## src/core/avr_pkg.sv

```systemverilog
// Purpose: shared constants and types for the voltage result register bank
// Assumes: 8-bit register port, 16-bit two's-complement results, 1 mV lsb
// Notes: high byte of each channel sits one offset below its low byte
package avr_pkg;

	localparam int ADDR_W = 8;
	localparam int DATA_W = 8;
	localparam int RES_W = 16;
	localparam int NUM_CH = 3;

	// register offsets
	localparam logic [ADDR_W-1:0] OFS_BUS_HIGH = 8'h1b;
	localparam logic [ADDR_W-1:0] OFS_BUS_LOW = 8'h1c;
	localparam logic [ADDR_W-1:0] OFS_BAT_HIGH = 8'h1d;
	localparam logic [ADDR_W-1:0] OFS_BAT_LOW = 8'h1e;
	localparam logic [ADDR_W-1:0] OFS_SYS_HIGH = 8'h1f;
	localparam logic [ADDR_W-1:0] OFS_SYS_LOW = 8'h20;

	// reset values and field layout
	localparam logic [RES_W-1:0] RESULT_RESET = 16'h0000;
	localparam logic [DATA_W-1:0] READ_IDLE = 8'h00;
	localparam logic [DATA_W-1:0] UNMAPPED_READ = 8'h00;
	localparam int SIGN_BIT = 15;
	localparam int HIGH_MSB = 15;
	localparam int HIGH_LSB = 8;
	localparam int LOW_MSB = 7;
	localparam int LOW_LSB = 0;

	typedef enum logic [1:0] {
		AVR_CH_BUS = 2'h0,
		AVR_CH_BAT = 2'h1,
		AVR_CH_SYS = 2'h2,
		AVR_CH_NONE = 2'h3
	} avr_chan_t;

	localparam int CH_BUS = 0;
	localparam int CH_BAT = 1;
	localparam int CH_SYS = 2;

	// one converter result, valid for one cycle
	typedef struct packed {
		logic valid;
		avr_chan_t chan;
		logic [RES_W-1:0] value;
	} avr_sample_t;

	// one register port request
	typedef struct packed {
		logic rd_en;
		logic wr_en;
		logic [ADDR_W-1:0] addr;
		logic [DATA_W-1:0] wr_data;
	} avr_req_t;

	typedef struct packed {
		logic hit;
		logic high;
		avr_chan_t chan;
	} avr_decode_t;

	function automatic avr_decode_t avr_decode(input logic [ADDR_W-1:0] addr);
		avr_decode_t d;
		d = '{hit: 1'b1, high: 1'b0, chan: AVR_CH_NONE};
		case (addr)
			OFS_BUS_HIGH: begin
				d.high = 1'b1;
				d.chan = AVR_CH_BUS;
			end
			OFS_BUS_LOW: d.chan = AVR_CH_BUS;
			OFS_BAT_HIGH: begin
				d.high = 1'b1;
				d.chan = AVR_CH_BAT;
			end
			OFS_BAT_LOW: d.chan = AVR_CH_BAT;
			OFS_SYS_HIGH: begin
				d.high = 1'b1;
				d.chan = AVR_CH_SYS;
			end
			OFS_SYS_LOW: d.chan = AVR_CH_SYS;
			default: d.hit = 1'b0;
		endcase
		return d;
	endfunction : avr_decode

endpackage : avr_pkg

```

## src/core/avr_sample_capture.sv

```systemverilog
// Purpose: holds one channel's latest 16-bit conversion result
// Assumes: load and clear come from logic on the same clock
// Notes: a result arriving with a register-reset command is kept
`timescale 1ns/10ps
`default_nettype none
module avr_sample_capture (
	input wire logic ref_clk_in,
	input wire logic rst_n_in,
	input wire logic load_in,
	input wire logic [avr_pkg::RES_W-1:0] value_in,
	input wire logic clear_in,
	output logic [avr_pkg::RES_W-1:0] result_out
);

	// watchdog expiry is deliberately not an input here: it must not touch results
	always_ff @(posedge ref_clk_in or negedge rst_n_in) begin
		if (!rst_n_in) begin
			result_out <= avr_pkg::RESULT_RESET;
		end else if (load_in) begin
			// stored as delivered: two's complement, sign in bit 15
			result_out <= value_in;
		end else if (clear_in) begin
			result_out <= avr_pkg::RESULT_RESET;
		end
	end

endmodule : avr_sample_capture
`default_nettype wire

```

## src/core/avr_result_regs.sv

```systemverilog
// Purpose: read-only bank of bus, battery and system rail voltage results
// Assumes: converter and register port run on ref_clk_in, no crossing needed
// Notes: reading a high byte freezes that channel's low byte for the next read
`timescale 1ns/10ps
`default_nettype none
module avr_result_regs (
	input wire logic ref_clk_in,
	input wire logic rst_n_in,
	input wire avr_pkg::avr_sample_t sample_in,
	input wire avr_pkg::avr_req_t req_in,
	input wire logic reg_reset_cmd_in,
	input wire logic watchdog_expire_in,
	output logic [avr_pkg::DATA_W-1:0] rd_data_out,
	output logic rd_valid_out,
	output logic rd_hit_out,
	output logic wr_ack_out
);

	////////////////////////////////////////////////////////////////////////
	// result holding registers, one per channel

	logic [avr_pkg::NUM_CH-1:0][avr_pkg::RES_W-1:0] result;
	logic [avr_pkg::NUM_CH-1:0] load;

	genvar g;
	generate
		for (g = 0; g < avr_pkg::NUM_CH; g++) begin : gen_ch
			assign load[g] = sample_in.valid && (2'(sample_in.chan) == 2'(g));
			avr_sample_capture u_capture (
				.ref_clk_in(ref_clk_in),
				.rst_n_in(rst_n_in),
				.load_in(load[g]),
				.value_in(sample_in.value),
				.clear_in(reg_reset_cmd_in),
				.result_out(result[g])
			);
		end
	endgenerate

	////////////////////////////////////////////////////////////////////////
	// read decode

	avr_pkg::avr_decode_t dec;
	logic [1:0] ch;
	assign dec = avr_pkg::avr_decode(req_in.addr);
	assign ch = 2'(dec.chan);

	// low-byte snapshot so a high-then-low read pair is coherent even if a
	// new conversion lands between the two reads
	logic [avr_pkg::NUM_CH-1:0][avr_pkg::DATA_W-1:0] hold_low;
	logic [avr_pkg::NUM_CH-1:0] hold_valid;

	always_ff @(posedge ref_clk_in or negedge rst_n_in) begin
		if (!rst_n_in) begin
			hold_valid <= '0;
			hold_low <= '0;
		end else if (reg_reset_cmd_in) begin
			hold_valid <= '0;
		end else if (req_in.rd_en && dec.hit) begin
			if (dec.high) begin
				hold_low[ch] <= result[ch][avr_pkg::LOW_MSB:avr_pkg::LOW_LSB];
				hold_valid[ch] <= 1'b1;
			end else begin
				hold_valid[ch] <= 1'b0;
			end
		end
	end

	logic [avr_pkg::DATA_W-1:0] next_rd_data;

	always_comb begin
		next_rd_data = avr_pkg::UNMAPPED_READ;
		if (dec.hit) begin
			if (dec.high) begin
				// full high byte: bit 7 is the sign, bits 6..0 weigh 16384..256 mV
				next_rd_data = result[ch][avr_pkg::HIGH_MSB:avr_pkg::HIGH_LSB];
			end else if (hold_valid[ch]) begin
				next_rd_data = hold_low[ch];
			end else begin
				next_rd_data = result[ch][avr_pkg::LOW_MSB:avr_pkg::LOW_LSB];
			end
		end
	end

	always_ff @(posedge ref_clk_in or negedge rst_n_in) begin
		if (!rst_n_in) begin
			rd_data_out <= avr_pkg::READ_IDLE;
			rd_valid_out <= 1'b0;
			rd_hit_out <= 1'b0;
		end else begin
			rd_valid_out <= req_in.rd_en;
			rd_hit_out <= req_in.rd_en && dec.hit;
			if (req_in.rd_en) begin
				rd_data_out <= next_rd_data;
			end
		end
	end

	////////////////////////////////////////////////////////////////////////
	// writes are acknowledged and dropped; nothing in this bank is writable

	always_ff @(posedge ref_clk_in or negedge rst_n_in) begin
		if (!rst_n_in) begin
			wr_ack_out <= 1'b0;
		end else begin
			wr_ack_out <= req_in.wr_en;
		end
	end
endmodule : avr_result_regs
`default_nettype wire

```

## config.mk

```make
export PLATFORM = sky130hd
export DESIGN_NAME = avr_result_regs
export DESIGN_NICKNAME = d
export VERILOG_FILES = /design/src/core/avr_pkg.sv /design/src/core/avr_sample_capture.sv /design/src/core/avr_result_regs.sv
export SDC_FILE = /design/constraint.sdc
export NUM_CORES = 1
export LEC_CHECK = 0
export ABC_AREA = 1
export ABC_CLOCK_PERIOD_IN_PS = 1200
export BUFFER_PORTS_ARGS = -buffer_cell sky130_fd_sc_hd__buf_2
export CAP_MARGIN = 20
export CORE_MARGIN = 5
export CORE_UTILIZATION = 50
export DETAILED_ROUTE_END_ITERATION = 12
export GPL_ROUTABILITY_DRIVEN = 1
export PLACE_DENSITY = 0.79
export SYNTH_ARGS = -nofsm -noshare
export SYNTH_HDL_FRONTEND = slang
export SYNTH_SLANG_ARGS = --single-unit
```

## constraint.sdc

```tcl
create_clock -name ref_clk_in -period 1.2 [get_ports ref_clk_in]
set_input_delay 0.06 -clock ref_clk_in [delete_from_list [all_inputs] [get_ports ref_clk_in]]
set_output_delay 0.06 -clock ref_clk_in [all_outputs]
set_load 0.03 [all_outputs]
```

==> flow_metrics.tcl <==
set metrics [dict create \
    status "finished, violations left" \
    violations "setup timing" \
    gp_congestion 0.909 \
    cts_max_level 3 \
    p_switching_mw 1.51 \
    grtUsageMet1_pct 29.5 \
    rsz0062_at_grt "true" \
    synth_enable_flop_cells 0 \
    via_per_inst 5.59 \
    antenna_cells 0 \
    irDropWorstVdd_mv 0.900 \
    synth-main-ff-cell "dfrtp_1" \
    ys_ff_latch 86 \
    worstRegToRegCells 9 \
    finalMaxSlewViolations 0 \
    power_density_nw_per_um2 1080 \
    grt_pass1_vias 4028 \
    dr.first_iter.drc_count 346 \
    slowest_stage "buf_4" \
    path_cells "buf_8 > nand2_4 > inv_2 > nand2_4 > nor2_8 > nor2_8 > inv_4 > nor2_4 > nand2_4 > nand2_4 > buf_4 > nand2_1 > a21oi_1 > nor3_1" \
    synth_area_um2 4400 \
    cts_root_buf "clkbuf_8" \
    synth.most_common_cell "nand2_1" \
    seq_power_share_pct 47.0 \
    dp.cells 690 \
    dieWidth_um 104 \
    p_leak_nw 2.93 \
    grtUsageTotal_pct 22.3 \
    fmax_ghz 0.767 \
    synthDistinctLibCells 29 \
    syn-num-nets 569 \
    critPathArrivalTime_ps 1550 \
    die_area_um2 10800 \
    min_path_cells 3 \
    post_drt_wl_per_cell_um 17.5 \
    wirelength_um 12800 \
    clk_pin_slew_ps 90 \
    die_h_um 104 \
    path_max_fanout 11 \
    grt_antenna_before_repair 0 \
    r2r_setup_slack_ps -60 \
    syn2layout_area_growth_pct 35.1 \
    clock_latency_ps 370 \
    fin_ws_ps -104 \
    swShare_pct 23.5 \
    ys_warn_count 0 \
    grt_max_degree 29 \
    firstDrtPassIters 5 \
    core_area_um2 8640 \
    cap_violations 0 \
    numCtsBuffers 9 \
    start_util_pct 50.9 \
    worstHoldStart "sample_in[6]" \
    crit_top_cell "nand2_4" \
    r2r-start "hold_valid[1]" \
    period_share_pct 109 \
    critical_path_class "in2reg" \
    yosys.area.top_type_share_pct 48.9 \
    setup_viol 19 \
    hold_path.class "in2reg" \
    r2r-end "rd_data_out[6]" \
    synthTopCellsByArea "dfrtp_1 49%, nand2_1 11%, inv_1 6.2%, o21ai_0 5.8%, o22ai_1 5.7%" \
    finalHoldViolCount 0 \
    syn_avg_cell_area_um2 8.33 \
    final_cells 730 \
    yosysSeqAreaShare_pct 48.9 \
    min_to "gen_ch[0].u_capture.result_out[6]" \
    grt.met3_usage_pct 5.10 \
    cts_tree "done" \
    detail-route-antenna-nets 0 \
    overflow 0 \
    skew_ps 11.7 \
    p_int_mw 4.91 \
    syn_inst 528 \
    critPathMaxStageDelay_ps 200 \
    finalNetCount 658 \
    clockBufferDepth 2 \
    rows 34 \
    route.detailed.drc 0 \
    required_ps 1450 \
    yosysTopAreaCell "dfrtp_1" \
    use_met2_pct 36.0 \
    top_usage_layer "met2" \
    routed-via-count 4084 \
    combPwrFrac_pct 10.6 \
    yosys-top-cells-count "130 x nand2_1, 86 x dfrtp_1, 73 x inv_1, 51 x o21ai_0, 40 x o22ai_1" \
    post-dp-hpwl_um 8030 \
    cts_sinks 86 \
    worst_pin_slew_ps 429 \
    layout-drive-gt1-share_pct 35.4 \
    io_buffers 42 \
    slew_headroom_pct 71.3 \
    cp-start-kind "input port" \
    hold_ws_ps 10.7 \
    p_clk_share_pct 42.4 \
    boundaryPins 52 \
    grt_first_pass_wirelength_um 19800 \
    async_reset_ff_share_pct 100 \
    cp-end-kind "register" \
    fin_crit_ps 1300 \
]
-- through the flow --
stage | util [%] | power, mW | setup WS [ps] | TNS, ps | instance area (um2)
finish | 68.8 | 6.42 | -104 | -877 | 5940
global route | 68.8 | 6.63 | -176 | -3770 | 5940
CTS | 65.4 | 6.37 | -26.5 | -172 | 5640
detailed placement | 59.0 | 3.63 | -456 | -14100 | 5090
global placement | 59.0 | 3.61 | -447 | -12560 | 5090
floorplan | - | 3.36 | -169 | -3140 | 4550
-- cell families (layout without fill, tap and decap cells) --
group | Yosys count | after routing | synth area share, %
and+or+nand+nor | 209 | 209 | 23.3
buffers and inverters | 104 | 198 | 10.5
DFF | 86 | 86 | 48.9
AOI/OAI and AO/OA | 129 | 129 | 17.2
-- layer usage --
metal	vias to the layer above	part of all wire [%]
met2	196	49
met4	0	3.1
met1	1952	41
met3	45	6.8
met5	-	0
li1	1891	-
-- critical path: cells and delay by family --
family | cells | cell delay, ps
simple gates | 9 | 890
buf+inv | 4 | 430
compound gates | 1 | 180
-- sequential cells by signal, indices dropped and copies added, names as in the netlist --
name and count:
rd_hit_out 1, rd_data_out 8, hold_low 24, gen_ch.u_capture.result_out 48, rd_valid_out 1, hold_valid 3
wr_ack_out 1
-- cell usage in the layout, fill, tap and decap left out, types with 2 or more instances in the layout --
cell	Yosys	layout
nor2_8	3	3
nand3_2	1	8
nor2_1	12	5
buf_6	7	8
inv_4	3	4
nor3_1	2	2
inv_8	0	3
buf_4	0	32
clkbuf_8	0	10
o22ai_1	40	34
nand2_1	130	107
o22ai_2	0	5
inv_1	73	61
a21oi_1	12	9
nand2_4	6	13
clkinv_8	0	2
nand2_2	12	23
buf_8	0	3
o21ai_2	12	16
buf_2	4	33
nand2_8	1	6
dfrtp_1	86	86
a21oi_2	1	4
o21ai_1	11	20
dlygate4sd3_1	0	10
nand3_4	1	2
bufinv_16	0	4
inv_6	1	2
nor2_4	4	8
nor2_2	1	4
buf_12	0	12
nand3_1	36	28
inv_2	6	10
o21ai_0	51	38
-- power groups by stage --
stage	Combinational (mW)	Sequential [mW]	Clock, mW
after global placement	0.540	3.07	0
after global routing	0.744	3.02	2.86
after detailed placement	0.554	3.07	0
after CTS	0.611	3.01	2.74
final	0.682	3.02	2.72
after floorplan	0.282	3.07	0
-- worst max path at each step --
stage,end,start,cells past startpoint
final,hold_valid[2],req_in[8],14
after global routing,hold_low[10],req_in[14],15
after CTS,hold_low[12],req_in[14],15
after detailed placement,rd_data_out[7],req_in[9],13
after global placement,rd_data_out[7],req_in[9],13
after floorplan,hold_low[10],req_in[15],15
-- final cells by class --
| class | instances | area [um2] |
|---|---|---|
| inverter | 83 | 397 |
| multi-input combinational | 338 | 2100 |
| sequential | 86 | 2150 |
| fill | 610 | 2690 |
| clock buffer | 11 | 141 |
| clock inverter | 5 | 129 |
| tap | 108 | 135 |
| timing repair inverter | 1 | 6.26 |
| timing repair buffer | 98 | 881 |
-- timing repair --
action | CTS | global route
hold buffers | 10 | 0
buffers inserted | 6 | 7
endpoints found under the hold margin | 101 | 0
cloned | 1 | 0
setup endpoints to repair | 28 | 35
resized for setup | 33 | 72
pin swaps | 18 | 11
No activity file was read; power rests on OpenSTA's default activity.
